===== src/shared/sysclk_pkg.sv =====
/*
 * constants for the system clock select and power mode block: register
 * offsets, field positions, reset values, mode codes.
 * assumes a byte-addressed wishbone bus with 32-bit data words.
 */
package sysclk_pkg;

    localparam int          ADR_W = 4;
    localparam int          DAT_W = 32;

    // register byte offsets
    localparam logic [3:0]  CLOCK_CONTROL_OFS = 4'h0;
    localparam logic [3:0]  FAST_OSC_CTRL_OFS = 4'h4;
    localparam logic [3:0]  MODE_STATUS_OFS   = 4'h8;

    // clock_control_reg fields
    localparam int          SEL_LSB    = 5;
    localparam int          SEL_MSB    = 7;
    localparam int          FAST_KA_BIT = 1;
    localparam int          SLOW_KA_BIT = 0;
    localparam logic [2:0]  SEL_RESET  = 3'h0;
    localparam logic [2:0]  SEL_SLOW   = 3'h7;
    localparam logic        KA_RESET   = 1'b0;

    // fast_osc_control_reg fields
    localparam int          STABLE_BIT = 1;
    localparam int          ENABLE_BIT = 0;
    localparam logic        ENABLE_RESET = 1'b1;
    localparam logic        STABLE_RESET = 1'b0;

    // deepest divide ratio is 2**6 = 64
    localparam int          DIV_W = 6;

    typedef enum logic [2:0] {
        MODE_FAST       = 3'b000,
        MODE_SLOW       = 3'b001,
        MODE_SLEEP      = 3'b010,
        MODE_STBY_LOW   = 3'b011,
        MODE_STBY_BOTH  = 3'b100,
        MODE_STBY_HIGH  = 3'b101
    } op_mode_e;

endpackage : sysclk_pkg


===== src/rtl/fast_clk_divider.sv =====
/*
 * divider of the fast clock, counting only while run_in is high; gives a one-cycle tick every
 * 2**ratio cycles, ratio 0 to 6.
 * assumes sys_clk_in stands for the fast oscillator clock.
 */
`timescale 1ns/1ps
`default_nettype none

module fast_clk_divider (
    input  wire logic       sys_clk_in,
    input  wire logic       reset_in,
    input  wire logic       run_in,
    input  wire logic [2:0] ratio_in,
    output logic            tick_out
);

    logic [sysclk_pkg::DIV_W-1:0] count_r;
    logic [sysclk_pkg::DIV_W-1:0] mask;

    // counter stops with the oscillator, so no tick leaks while off
    always_ff @(posedge sys_clk_in or posedge reset_in) begin
        if (reset_in) begin
            count_r <= '0;
        end else if (run_in) begin
            count_r <= count_r + 1'b1;
        end
    end

    always_comb begin
        mask     = sysclk_pkg::DIV_W'((7'h01 << ratio_in) - 7'h01);
        tick_out = run_in && ((count_r & mask) == mask);
    end

endmodule : fast_clk_divider

`default_nettype wire


===== src/rtl/pin_sync.sv =====
/*
 * two flip-flop synchroniser for one level from outside the clock domain.
 * assumes the level is slow compared with sys_clk_in.
 */
`timescale 1ns/1ps
`default_nettype none

module pin_sync (
    input  wire logic sys_clk_in,
    input  wire logic reset_in,
    input  wire logic async_in,
    output logic      sync_out
);

    logic meta_r;

    // meta_r feeds only the second stage
    always_ff @(posedge sys_clk_in or posedge reset_in) begin
        if (reset_in) begin
            meta_r   <= 1'b0;
            sync_out <= 1'b0;
        end else begin
            meta_r   <= async_in;
            sync_out <= meta_r;
        end
    end

endmodule : pin_sync

`default_nettype wire


===== src/rtl/sysclk_power_ctrl.sv =====
/*
 * system clock selection and operating mode control: wishbone register
 * slave, fast/slow cpu clock choice, halt and wake mode sequencing and
 * clock gating of cpu, fast, slow peripheral and watchdog clocks.
 * assumes halt_in and wake_in are one-cycle pulses from logic on
 * sys_clk_in; slow ticks and the oscillator ready level come from pins.
 */
// Local design decisions: register access over Wishbone and the register offsets.
`timescale 1ns/1ps
`default_nettype none

module sysclk_power_ctrl (
    input  wire logic        sys_clk_in,
    input  wire logic        reset_in,
    input  wire logic        wb_cyc_in,
    input  wire logic        wb_stb_in,
    input  wire logic        wb_we_in,
    input  wire logic [3:0]  wb_adr_in,
    input  wire logic [3:0]  wb_sel_in,
    input  wire logic [31:0] wb_dat_in,
    output logic [31:0]      wb_dat_out,
    output logic             wb_ack_out,
    input  wire logic        halt_in,
    input  wire logic        wake_in,
    input  wire logic        watchdog_en_in,
    input  wire logic        slow_tick_in,
    input  wire logic        fast_osc_ready_in,
    output logic             cpu_run_out,
    output logic             cpu_clk_en_out,
    output logic             sysclk_run_out,
    output logic             fast_clock_run_out,
    output logic             slow_periph_run_out,
    output logic             watchdog_osc_run_out
);

    ////////////////////////////////////////////////////////////////////
    // registers and internal signals

    logic [2:0]               sysclk_select_field;
    logic                     fast_osc_halt_keepalive;
    logic                     slow_osc_halt_keepalive;
    logic                     fast_osc_enable;
    logic                     fast_osc_stable_flag;
    sysclk_pkg::op_mode_e     mode_r;
    sysclk_pkg::op_mode_e     mode_nxt;
    logic                     ack_r;
    logic                     wr_go;
    logic                     rd_go;
    logic                     slow_lvl;
    logic                     slow_lvl_d_r;
    logic                     slow_edge;
    logic                     osc_ready;
    logic                     fast_tick;
    logic                     running;
    logic                     sel_is_slow;
    logic                     cpu_run_nxt;
    logic                     sys_run_nxt;
    logic                     fast_run_nxt;
    logic                     slow_run_nxt;
    logic                     wdt_run_nxt;
    logic [7:0]               rd_byte;

    assign wb_ack_out  = ack_r;
    assign wr_go       = wb_cyc_in && wb_stb_in && wb_we_in && !ack_r
                         && wb_sel_in[0];
    assign rd_go       = wb_cyc_in && wb_stb_in && !wb_we_in && !ack_r;
    assign running     = (mode_r == sysclk_pkg::MODE_FAST) ||
                         (mode_r == sysclk_pkg::MODE_SLOW);
    assign sel_is_slow = (sysclk_select_field == sysclk_pkg::SEL_SLOW);
    assign slow_edge   = slow_lvl && !slow_lvl_d_r;

    ////////////////////////////////////////////////////////////////////
    // pin inputs and fast clock divider

    pin_sync u_slow_sync (
        .sys_clk_in (sys_clk_in),
        .reset_in   (reset_in),
        .async_in   (slow_tick_in),
        .sync_out   (slow_lvl)
    );

    pin_sync u_ready_sync (
        .sys_clk_in (sys_clk_in),
        .reset_in   (reset_in),
        .async_in   (fast_osc_ready_in),
        .sync_out   (osc_ready)
    );

    always_ff @(posedge sys_clk_in or posedge reset_in) begin
        if (reset_in) begin
            slow_lvl_d_r <= 1'b0;
        end else begin
            slow_lvl_d_r <= slow_lvl;
        end
    end

    // divider counts only while the fast oscillator is let run
    fast_clk_divider u_div (
        .sys_clk_in (sys_clk_in),
        .reset_in   (reset_in),
        .run_in     (fast_clock_run_out),
        .ratio_in   (sysclk_select_field),
        .tick_out   (fast_tick)
    );

    ////////////////////////////////////////////////////////////////////
    // wishbone slave: one wait state, ack for one cycle

    always_ff @(posedge sys_clk_in or posedge reset_in) begin
        if (reset_in) begin
            ack_r <= 1'b0;
        end else begin
            ack_r <= wb_cyc_in && wb_stb_in && !ack_r;
        end
    end

    always_comb begin
        rd_byte = 8'h00;
        unique case (wb_adr_in)
            sysclk_pkg::CLOCK_CONTROL_OFS: begin
                rd_byte[sysclk_pkg::SEL_MSB:sysclk_pkg::SEL_LSB] =
                    sysclk_select_field;
                rd_byte[sysclk_pkg::FAST_KA_BIT] = fast_osc_halt_keepalive;
                rd_byte[sysclk_pkg::SLOW_KA_BIT] = slow_osc_halt_keepalive;
            end
            sysclk_pkg::FAST_OSC_CTRL_OFS: begin
                rd_byte[sysclk_pkg::STABLE_BIT] = fast_osc_stable_flag;
                rd_byte[sysclk_pkg::ENABLE_BIT] = fast_osc_enable;
            end
            sysclk_pkg::MODE_STATUS_OFS: begin
                rd_byte[2:0] = mode_r;
            end
            default: begin
                rd_byte = 8'h00;
            end
        endcase
    end

    // unmapped addresses answer with zero
    always_ff @(posedge sys_clk_in or posedge reset_in) begin
        if (reset_in) begin
            wb_dat_out <= 32'h0000_0000;
        end else if (rd_go) begin
            wb_dat_out <= {24'h00_0000, rd_byte};
        end
    end

    ////////////////////////////////////////////////////////////////////
    // clock_control_reg

    always_ff @(posedge sys_clk_in or posedge reset_in) begin
        if (reset_in) begin
            sysclk_select_field     <= sysclk_pkg::SEL_RESET;
            fast_osc_halt_keepalive <= sysclk_pkg::KA_RESET;
            slow_osc_halt_keepalive <= sysclk_pkg::KA_RESET;
        end else if (wr_go &&
                     wb_adr_in == sysclk_pkg::CLOCK_CONTROL_OFS) begin
            sysclk_select_field <=
                wb_dat_in[sysclk_pkg::SEL_MSB:sysclk_pkg::SEL_LSB];
            fast_osc_halt_keepalive <= wb_dat_in[sysclk_pkg::FAST_KA_BIT];
            slow_osc_halt_keepalive <= wb_dat_in[sysclk_pkg::SLOW_KA_BIT];
        end
    end

    ////////////////////////////////////////////////////////////////////
    // fast_osc_control_reg

    always_ff @(posedge sys_clk_in or posedge reset_in) begin
        if (reset_in) begin
            fast_osc_enable <= sysclk_pkg::ENABLE_RESET;
        end else if (wr_go &&
                     wb_adr_in == sysclk_pkg::FAST_OSC_CTRL_OFS) begin
            fast_osc_enable <= wb_dat_in[sysclk_pkg::ENABLE_BIT];
        end
    end

    // the ready pin may lag the enable, so a fresh enable forces a clear
    always_ff @(posedge sys_clk_in or posedge reset_in) begin
        if (reset_in) begin
            fast_osc_stable_flag <= sysclk_pkg::STABLE_RESET;
        end else if (wr_go && !fast_osc_enable &&
                     wb_adr_in == sysclk_pkg::FAST_OSC_CTRL_OFS &&
                     wb_dat_in[sysclk_pkg::ENABLE_BIT]) begin
            fast_osc_stable_flag <= 1'b0;
        end else if (!fast_clock_run_out) begin
            fast_osc_stable_flag <= 1'b0;
        end else begin
            fast_osc_stable_flag <= osc_ready;
        end
    end

    ////////////////////////////////////////////////////////////////////
    // mode sequencing

    always_comb begin
        mode_nxt = mode_r;
        unique case (mode_r)
            sysclk_pkg::MODE_FAST,
            sysclk_pkg::MODE_SLOW: begin
                // keep-alives are looked at only here, at halt
                if (halt_in) begin
                    unique case ({fast_osc_halt_keepalive,
                                  slow_osc_halt_keepalive})
                        2'b00: mode_nxt = sysclk_pkg::MODE_SLEEP;
                        2'b01: mode_nxt = sysclk_pkg::MODE_STBY_LOW;
                        2'b11: mode_nxt = sysclk_pkg::MODE_STBY_BOTH;
                        2'b10: mode_nxt = sysclk_pkg::MODE_STBY_HIGH;
                    endcase
                end else if (sel_is_slow) begin
                    mode_nxt = sysclk_pkg::MODE_SLOW;
                end else begin
                    mode_nxt = sysclk_pkg::MODE_FAST;
                end
            end
            sysclk_pkg::MODE_SLEEP,
            sysclk_pkg::MODE_STBY_LOW,
            sysclk_pkg::MODE_STBY_BOTH,
            sysclk_pkg::MODE_STBY_HIGH: begin
                if (wake_in) begin
                    mode_nxt = sel_is_slow ? sysclk_pkg::MODE_SLOW
                                           : sysclk_pkg::MODE_FAST;
                end
            end
            default: begin
                mode_nxt = sysclk_pkg::MODE_FAST;
            end
        endcase
    end

    always_ff @(posedge sys_clk_in or posedge reset_in) begin
        if (reset_in) begin
            mode_r <= sysclk_pkg::MODE_FAST;
        end else begin
            mode_r <= mode_nxt;
        end
    end

    ////////////////////////////////////////////////////////////////////
    // clock gating from the present mode

    always_comb begin
        cpu_run_nxt  = 1'b0;
        sys_run_nxt  = 1'b0;
        fast_run_nxt = 1'b0;
        slow_run_nxt = 1'b0;
        wdt_run_nxt  = 1'b1;
        unique case (mode_r)
            sysclk_pkg::MODE_FAST: begin
                cpu_run_nxt  = 1'b1;
                sys_run_nxt  = 1'b1;
                fast_run_nxt = 1'b1;
                slow_run_nxt = 1'b1;
            end
            sysclk_pkg::MODE_SLOW: begin
                cpu_run_nxt  = 1'b1;
                sys_run_nxt  = 1'b1;
                fast_run_nxt = fast_osc_enable;
                slow_run_nxt = 1'b1;
            end
            sysclk_pkg::MODE_SLEEP: begin
                wdt_run_nxt  = watchdog_en_in;
            end
            sysclk_pkg::MODE_STBY_LOW: begin
                sys_run_nxt  = sel_is_slow;
                slow_run_nxt = 1'b1;
            end
            sysclk_pkg::MODE_STBY_BOTH: begin
                sys_run_nxt  = 1'b1;
                fast_run_nxt = 1'b1;
                slow_run_nxt = 1'b1;
            end
            sysclk_pkg::MODE_STBY_HIGH: begin
                sys_run_nxt  = !sel_is_slow;
                fast_run_nxt = 1'b1;
            end
            default: begin
                wdt_run_nxt  = 1'b1;
            end
        endcase
    end

    always_ff @(posedge sys_clk_in or posedge reset_in) begin
        if (reset_in) begin
            cpu_run_out          <= 1'b1;
            sysclk_run_out       <= 1'b1;
            fast_clock_run_out   <= 1'b1;
            slow_periph_run_out  <= 1'b1;
            watchdog_osc_run_out <= 1'b1;
        end else begin
            cpu_run_out          <= cpu_run_nxt;
            sysclk_run_out       <= sys_run_nxt;
            fast_clock_run_out   <= fast_run_nxt;
            slow_periph_run_out  <= slow_run_nxt;
            watchdog_osc_run_out <= wdt_run_nxt;
        end
    end

    // cpu advance strobe: slow edge for 111, divided fast tick otherwise
    always_ff @(posedge sys_clk_in or posedge reset_in) begin
        if (reset_in) begin
            cpu_clk_en_out <= 1'b0;
        end else begin
            cpu_clk_en_out <= cpu_run_out && (sel_is_slow ?
                              slow_edge : fast_tick);
        end
    end
endmodule : sysclk_power_ctrl

`default_nettype wire


===== config.mk =====
export PLATFORM = sky130hd
export DESIGN_NAME = sysclk_power_ctrl
export DESIGN_NICKNAME = d
export VERILOG_FILES = /design/src/shared/sysclk_pkg.sv /design/src/rtl/fast_clk_divider.sv /design/src/rtl/pin_sync.sv /design/src/rtl/sysclk_power_ctrl.sv
export SDC_FILE = /design/constraint.sdc
export NUM_CORES = 1
export LEC_CHECK = 0
export BUFFER_PORTS_ARGS = -buffer_cell sky130_fd_sc_hd__buf_2
export CAP_MARGIN = 5
export CORE_MARGIN = 1.5
export CORE_UTILIZATION = 46
export CTS_BUF_LIST = sky130_fd_sc_hd__clkbuf_8
export DETAILED_ROUTE_END_ITERATION = 10
export MAX_ROUTING_LAYER = met4
export PLACE_DENSITY = 0.82
export SYNTH_ARGS = -nofsm -noshare
export SYNTH_HDL_FRONTEND = slang
export SYNTH_SLANG_ARGS = --single-unit

===== constraint.sdc =====
create_clock -name sys_clk_in -period 1.8 [get_ports sys_clk_in]
set_input_delay 0.09 -clock sys_clk_in [delete_from_list [all_inputs] [get_ports sys_clk_in]]
set_output_delay 0.09 -clock sys_clk_in [all_outputs]
set_load 0.01 [all_outputs]

==> results of run 1 <==
## worst min-delay path by stage
stage                                 start                      to  slack [ns]  depth (start not counted)
final                          wb_dat_in[0]    fast_osc_stable_flag        0.02                          2
after global routing           wb_dat_in[6]  sysclk_select_field[1]        0.03                          2
after CTS                      wb_dat_in[0]    fast_osc_stable_flag        0.02                          2
after detailed placement       slow_tick_in      u_slow_sync.meta_r        0.20                          1
after global placement             reset_in    u_slow_sync.sync_out        0.20                          3
after floorplan           fast_osc_ready_in     u_ready_sync.meta_r        0.12                          0
## power by group through the flow
stage	registers [mW]	logic [mW]	clock network (mW)
2_1_floorplan	1.02	0.304	0
3_3_place_gp	1.05	0.326	0
3_5_place_dp	1.05	0.339	0
4_1_cts	1.04	0.345	0.525
5_1_grt	1.06	0.388	0.564
6_report	1.04	0.339	0.509
## routing by layer
| layer | part of all wire (%) | wire (um) | vias to the layer above |
|---|---|---|---|
| met3 | 5.0 | 123 | 5 |
| met1 | 47 | 1160 | 491 |
| li1 | - | - | 520 |
| met2 | 46 | 1150 | 30 |
| met4 | 1.5 | 38 | 0 |
| met5 | 0 | 0 | - |
## cell usage in the layout, fill, tap and decap left out
cell	count
buf_2	32
dfrtp_1	28
conb_1	26
nand2_1	11
nor2_1	10
o21ai_0	7
dfstp_2	6
mux2_1	5
mux2_2	5
inv_1	5
clkbuf_8	5
xnor2_1	4
nand4_1	4
a21oi_1	4
dlygate4sd3_1	4
nand3_1	3
a22o_1	3
xor2_1	3
mux2i_1	3
nand2b_1	2
a221o_1	2
nor2b_1	2
a32oi_1	2
clkinv_2	2
and3b_1	1
nor3_2	1
nor2_2	1
nor3_1	1
a31oi_1	1
or4b_1	1
ha_1	1
buf_4	1
## stage by stage
| step | hold slack, ns | cells | power, mW | area (um2) |
|---|---|---|---|---|
| 5_1_grt | 0.0291 | 232 | 2.02 | 1840 |
| 3_3_place_gp | 0.199 | 220 | 1.37 | 1720 |
| 6_report | 0.0240 | 232 | 1.89 | 1840 |
| 2_1_floorplan | 0.121 | 171 | 1.33 | 1720 |
| 3_5_place_dp | 0.200 | 220 | 1.39 | 1720 |
| 4_1_cts | 0.0208 | 232 | 1.91 | 1840 |
## logic make-up (layout without fill, tap and decap cells)
family,count (synthesis),after routing,synth area share (%)
AND/OR/NAND/NOR,37,37,11.3
multiplexers,13,13,8.78
XOR/XNOR,7,7,3.78
buffers and inverters,34,49,14.6
other,1,26,0.231
flip-flops,34,34,52.9
adder cells (fa/ha/maj),1,1,0.770
AO/OA/AOI/OAI,19,19,7.70
## state kept, by name (all words and copies together), names as in the netlist
register                 flops
u_div.count_r                6
wb_dat_out                   6
mode_r                       3
sysclk_select_field          3
cpu_clk_en_out               1
cpu_run_out                  1
fast_clock_run_out           1
fast_osc_enable              1
fast_osc_halt_keepalive      1
fast_osc_stable_flag         1
slow_lvl_d_r                 1
slow_osc_halt_keepalive      1
slow_periph_run_out          1
sysclk_run_out               1
u_ready_sync.meta_r          1
u_ready_sync.sync_out        1
u_slow_sync.meta_r           1
u_slow_sync.sync_out         1
watchdog_osc_run_out         1
wb_ack_out                   1
## cell type report
cell class	count	area, um2
Inverter	4	15.0
Fill cell	323	1520
Multi-Input combinational cell	103	623
Sequential cell	34	858
Tap cell	46	57.6
Timing Repair Buffer	37	208
Clock buffer	5	68.8
Clock inverter	3	13.8
==> impl_metrics.tcl, run 1 <==
set metrics [dict create \
    status "completed" \
    slowest_delay_ns 0.37 \
    grt_antenna_before_repair 0 \
    ctsResizeCount 0 \
    insertion_delay_ns 0.28 \
    cts.sinks 34 \
    p_per_area_nw_per_um2 1020 \
    die_y_um 62.4 \
    pre_cts_slack_ns 0.292 \
    switching_share_pct 28.9 \
    startpoint "wb_ack_out" \
    boundaryPins 89 \
    root_buffer "clkbuf_8" \
    cp_slowest_cell "dfrtp_1" \
    synth_top_area_cell "dfrtp_1" \
    crit_path_end_kind "register" \
    post-dp-hpwl_um 1870 \
    die_area_um2 3900 \
    wl_per_cell_um 10.7 \
    leakagePower_nw 0.919 \
    dr.pass1.iters 4 \
    reg2reg_depth 4 \
    cp_data_arrival_time_ns 1.69 \
    seqPwrFrac_pct 55.0 \
    vias 1046 \
    fin_crit_ns 1.54 \
    worstReg2RegStart "wb_ack_out" \
    grt_max_degree 35 \
    track_usage_pct 14.9 \
    synth_area_um2 1620 \
    final_max_slew_viol_count 0 \
    max_freq_mhz 651 \
    yosysSeqAreaShare_pct 52.9 \
    portBuffers 32 \
    yosys_warnings 0 \
    criticalPathCategory "register to register" \
    cts_tree "yes" \
    globalRouteMet3Util_pct 4.32 \
    path_clk_slew_ns 0.07 \
    syn_avg_cell_area_um2 11.1 \
    crit_required_ns 1.95 \
    endpoint "slow_osc_halt_keepalive" \
    initial_core_util_pct 48.3 \
    path_delay_family "simple AND/OR/NAND/NOR gates" \
    period_share_pct 85.4 \
    power_frac_comb_pct 18.0 \
    async_reset_ff_share_pct 100 \
    core_area_um2 3360 \
    via_per_inst 4.51 \
    hold_viol_final 0 \
    use_met1_pct 19.0 \
    utilization_pct 54.8 \
    cp.depth 4 \
    busiest_layer "met2" \
    start_kind "register" \
    nNetsFinal 236 \
    r2r-end "slow_osc_halt_keepalive" \
    post_cts_buffers 0 \
    synthCells 146 \
    area_growth_pct 13.6 \
    ant_nets 0 \
    dominantRegCellSynth "dfrtp_1" \
    routed_wl_um 2470 \
    clock_skew_ns 0.00930 \
    postCtsHoldBufs 4 \
    grt_pass1_vias 962 \
    crit_buf_inv 0 \
    setup_violations 0 \
    crit_chain "and3b_1 -> nand3_1 -> nor2_2 -> mux2_1" \
    drive_gt1_share_pct 28.5 \
    ys_ff_latch 34 \
    netlist.area_leader.share_pct 43.1 \
    tns_ns 0 \
    grt_pass1_wl_um 4350 \
    r2r_setup_slack_ns 0.26 \
    synth.area.top_cells "dfrtp_1 43%, buf_4 12%, dfstp_2 9.7%" \
    drtIter0Drc 30 \
    p_int_mw 1.34 \
    synthTopCellsByCount "28 x dfrtp_1, 26 x buf_4, 11 x nand2_1, 10 x nor2_1, 7 x o21ai_0" \
    hold_class "input pin to register" \
    h-tree-depth 2 \
    yosysMostFrequentCell "dfrtp_1" \
    gp_congestion 0.724 \
    yosys.cell_types.count 30 \
    setup_slack_ns 0.263 \
    maxCapViolations 0 \
    cts_made_buffers 5 \
    overflow 0 \
    peakVddDrop_v 0.000688 \
    chipWidth_um 62.4 \
    drc 0 \
    synth-edff-count 0 \
    use_met2_pct 22.3 \
    switchingPower_mw 0.545 \
    rsz0062_at_grt "no" \
    antenna_cells 0 \
    crit_fanout 5 \
    clockPowerShare_pct 27.0 \
    rows 21 \
    cts_buffer_depth 2 \
]
Note: power is estimated with default switching activity, not from simulation.
==> run 2, diff against run 1 <==
- CELL_PAD_IN_SITES_DETAIL_PLACEMENT: not set -> 2
- CELL_PAD_IN_SITES_GLOBAL_PLACEMENT: not set -> 2
- CORE_UTILIZATION: 46 -> 26
- PLACE_DENSITY: 0.82 -> not set
- PLACE_DENSITY_LB_ADDON: not set -> 0.1
==> run 2 against run 1 <==
Effect of this change:
- first-iteration DRC count fell by 30%
- power up 12%
- setup slack worse by 0.0095 ns
- combinational power about the same
- worst hold slack worse by 0.0062 ns
- clock-buffer cell count rose by 1
- design area increased by 3.3%
- die area is 73% higher
- critical endpoint is now fast_osc_halt_keepalive
- largest cell class unchanged
- highest routed layer unchanged
==> impl_metrics.tcl, run 2 (same netlist as run 1, synthesis figures left out) <==
set metrics [dict create \
    final_max_slew_viol_count 0 \
    utilization_pct 31.8 \
    drtIter0Drc 21 \
    leakagePower_nw 0.928 \
    max_freq_mhz 647 \
    tns_ns 0 \
    core_area_um2 5990 \
    setup_violations 0 \
    clock_skew_ns 0.00949 \
    area_growth_pct 17.3 \
    antenna_cells 0 \
    root_buffer "clkbuf_8" \
    wl_per_cell_um 13.4 \
    dr.pass1.iters 2 \
    gp_congestion 0.709 \
    grt_pass1_wl_um 5490 \
    r2r_setup_slack_ns 0.25 \
    final_cells 260 \
    layout_common_cells "32 x buf_2, 28 x dfrtp_1, 26 x conb_1" \
    post-dp-hpwl_um 2560 \
    dpl.cell_count 249 \
    biggestRegsByFlops "u_div.count_r x6, wb_dat_out x6" \
    cts.sinks 34 \
    rsz0062_at_grt "no" \
    die_area_um2 6730 \
    die_y_um 82.0 \
    grt_max_degree 35 \
    crit_buf_inv 0 \
    cts_buffer_depth 2 \
    vias 1089 \
    peakVddDrop_v 0.000282 \
    crit_path_end_kind "register" \
    cts_tree "yes" \
    holdCritStartpoint "watchdog_en_in" \
    slowest_delay_ns 0.38 \
    reg2reg_depth 4 \
    cp_data_arrival_time_ns 1.70 \
    drc 0 \
    via_per_inst 4.19 \
    maxCapViolations 0 \
    path_delay_family "simple AND/OR/NAND/NOR gates" \
    r2r-end "fast_osc_halt_keepalive" \
    insertion_delay_ns 0.28 \
    cp.depth 4 \
    boundaryPins 89 \
    crit_chain "and3b_1 -> nand3_1 -> nor2_2 -> mux2_1" \
    chipWidth_um 82.0 \
    rows 28 \
    cp_slowest_cell "dfrtp_1" \
    post_cts_buffers 0 \
    hold_viol_final 0 \
    nNetsFinal 235 \
    period_share_pct 85.9 \
    drive_gt1_share_pct 28.6 \
    overflow 0 \
    routed_wl_um 3470 \
    hold_end "watchdog_osc_run_out" \
    p_per_area_nw_per_um2 1100 \
    criticalPathCategory "register to register" \
    min_path_cells 2 \
    ctsResizeCount 0 \
    fin_crit_ns 1.55 \
    crit_fanout 5 \
    path_clk_slew_ns 0.07 \
    status "completed" \
    cts_made_buffers 5 \
    h-tree-depth 2 \
    start_kind "register" \
    grt_antenna_before_repair 0 \
    track_usage_pct 11.3 \
    grt_pass1_vias 1120 \
    postCtsHoldBufs 3 \
    portBuffers 32 \
    hold_class "input pin to register" \
    mostFrequentLayoutCell "buf_2" \
    worstReg2RegStart "wb_ack_out" \
    crit_required_ns 1.96 \
    initial_core_util_pct 27.1 \
    ant_nets 0 \
]
run 2: layout make-up:
class	count	area [um2]
multi-input combinational	103	623
timing repair buffer	36	198
sequential	34	858
clock buffer	6	82.6
clock inverter	2	33.8
fill	684	4090
inverter	4	15.0
tap	75	93.8
run 2: worst register-to-register path, stage by stage (launching register included):
cell     delay, ns
dfrtp_1       0.38
and3b_1       0.25
nand3_1       0.13
nor2_2        0.31
mux2_1        0.36
run 2: metal layers:
metal | vias up | share of wire [%] | track usage, %
met4 | 0 | 0.55 | 4.07
met3 | 2 | 4.2 | 3.00
met2 | 31 | 50 | 18.3
li1 | 516 | - | -
met5 | - | 0 | -
met1 | 540 | 45 | 13.6
run 2: worst max-delay path by stage:
stage          startpoint                       to  slack [ns]
3_5_place_dp   wb_ack_out   sysclk_select_field[2]        0.23
3_3_place_gp   wb_ack_out   sysclk_select_field[0]        0.26
2_1_floorplan  wb_ack_out  fast_osc_halt_keepalive        0.38
6_report       wb_ack_out  fast_osc_halt_keepalive        0.25
5_1_grt        wb_ack_out   sysclk_select_field[0]        0.18
4_1_cts        wb_ack_out   sysclk_select_field[2]        0.22
run 2: where the power goes:
| part | internal [mW] | switching [mW] |
|---|---|---|
| sequential | 0.905 | 0.141 |
| combinational | 0.171 | 0.170 |
| clock | 0.446 | 0.271 |
| total | 1.52 | 0.582 |
run 2: metrics by stage:
step	hold slack [ns]	total power [mW]	setup slack (ns)	area [um2]
2_1_floorplan	0.121	1.33	0.384	1720
3_3_place_gp	0.199	1.39	0.263	1760
3_5_place_dp	0.200	1.41	0.232	1760
4_1_cts	0.00701	2.16	0.220	1900
5_1_grt	0.0162	2.24	0.178	1900
6_report	0.0178	2.10	0.253	1900
==> run 3, diff against run 2 <==
- CELL_PAD_IN_SITES_DETAIL_PLACEMENT: 2 -> 0
- CELL_PAD_IN_SITES_GLOBAL_PLACEMENT: 2 -> 1
- CORE_UTILIZATION: 26 -> 33
==> run 3 against run 2 <==
Effect of this change:
- non-clock buffer count is the same
- first-iteration DRC count grew 43%
- clock-buffer cell count is 2 higher
- largest cell class unchanged
==> impl_metrics.tcl, run 3 (same netlist as run 1, synthesis figures left out) <==
set metrics [dict create \
    cp_data_arrival_time_ns 1.67 \
    die_y_um 73.2 \
    p_per_area_nw_per_um2 1080 \
    grt_pass1_wl_um 4930 \
    cts_tree "yes" \
    crit_required_ns 1.96 \
    h-tree-depth 2 \
    biggestRegsByFlops "u_div.count_r x6, wb_dat_out x6" \
    via_per_inst 4.33 \
    r2r-end "slow_osc_halt_keepalive" \
    grt_antenna_before_repair 0 \
    crit_buf_inv 0 \
    criticalPathCategory "register to register" \
    worstReg2RegStart "wb_ack_out" \
    chipWidth_um 73.2 \
    dr_wl_met2_um 1400 \
    track_usage_pct 12.7 \
    reg2reg_depth 4 \
    root_buffer "clkbuf_8" \
    initial_core_util_pct 34.4 \
    clock_skew_ns 0.00462 \
    maxCapViolations 0 \
    m1WireLength_um 1450 \
    holdCritStartpoint "watchdog_en_in" \
    period_share_pct 84.0 \
    boundaryPins 89 \
    die_area_um2 5350 \
    routed_wl_um 3040 \
    cts_buffer_depth 2 \
    fin_crit_ns 1.51 \
    portBuffers 32 \
    r2r_setup_slack_ns 0.29 \
    drtIter0Drc 30 \
    mostFrequentLayoutCell "buf_2" \
    start_kind "register" \
    crit_fanout 5 \
    dr.pass1.iters 3 \
    slowest_delay_ns 0.37 \
    post_cts_buffers 0 \
    tns_ns 0 \
    post-dp-hpwl_um 2190 \
    vias 1091 \
    nNetsFinal 235 \
    hold_class "input pin to register" \
    grt_max_degree 35 \
    setup_violations 0 \
    path_delay_family "simple AND/OR/NAND/NOR gates" \
    hold_viol_final 0 \
    power_mw 2.04 \
    crit_path_end_kind "register" \
    path_clk_slew_ns 0.07 \
    antenna_cells 0 \
    area_growth_pct 16.3 \
    cts_made_buffers 5 \
    ant_nets 0 \
    layout_common_cells "32 x buf_2, 28 x dfrtp_1, 26 x conb_1" \
    final_max_slew_viol_count 0 \
    wl_per_cell_um 12.1 \
    min_path_cells 2 \
    status "completed" \
    ctsResizeCount 0 \
    leakagePower_nw 0.923 \
    cts.sinks 34 \
    route.met3.wl_um 142 \
    overflow 0 \
    max_freq_mhz 661 \
    highest_layer "met4" \
    rsz0062_at_grt "no" \
    drc 0 \
    grt_pass1_vias 1054 \
    crit_chain "and3b_1 -> nand3_1 -> nor2_2 -> mux2_1" \
    cp_slowest_cell "dfrtp_1" \
    gp_congestion 0.736 \
    peakVddDrop_v 0.000507 \
    core_area_um2 4720 \
    rows 25 \
    insertion_delay_ns 0.28 \
    hold_end "watchdog_osc_run_out" \
    drive_gt1_share_pct 29.2 \
]
run 3: how the worst max path moves through the flow:
stage,from,to,slack (ns),cells after the start
after floorplan,wb_ack_out,fast_osc_halt_keepalive,0.38,4
after global placement,wb_ack_out,sysclk_select_field[1],0.30,4
after detailed placement,wb_ack_out,slow_osc_halt_keepalive,0.27,4
after CTS,wb_ack_out,slow_osc_halt_keepalive,0.25,4
after global routing,wb_ack_out,slow_osc_halt_keepalive,0.15,4
final,wb_ack_out,slow_osc_halt_keepalive,0.29,4
run 3: metrics by stage:
| stage | hold WS [ns] | utilization, % | setup WS (ns) | cells | cell area (um2) |
|---|---|---|---|---|---|
| 5_1_grt | 0.00619 | 40.0 | 0.146 | 252 | 1890 |
| 3_3_place_gp | 0.198 | 37.0 | 0.303 | 241 | 1750 |
| 3_5_place_dp | 0.199 | 37.0 | 0.271 | 241 | 1750 |
| 2_1_floorplan | 0.121 | - | 0.384 | 171 | 1720 |
| 6_report | 0.0116 | 40.0 | 0.287 | 252 | 1890 |
| 4_1_cts | 0.00297 | 40.0 | 0.254 | 252 | 1890 |
run 3: what timing repair did:
action,in CTS,in global routing
hold endpoints to repair,30,0
endpoints found under the setup margin,0,0
hold buffers,3,0
run 3: final cells by class:
class / instances / area, um2
flip-flops and latches: 34 / 858
inverters: 4 / 15.0
multi-input cells: 103 / 623
repair buffers: 36 / 198
well taps: 67 / 83.8
fillers: 484 / 2840
clock buffers: 8 / 110
run 3: where the power goes:
group | switching (mW) | internal [mW]
clock | 0.268 | 0.386
combinational | 0.167 | 0.173
sequential | 0.138 | 0.905
total | 0.573 | 1.46
run 3: routing by layer:
metal / global-route usage (%) / up-vias
met5: - / -
met4: 6.29 / 0
met3: 3.45 / 5
met2: 18.7 / 35
met1: 16.0 / 533
li1: - / 518
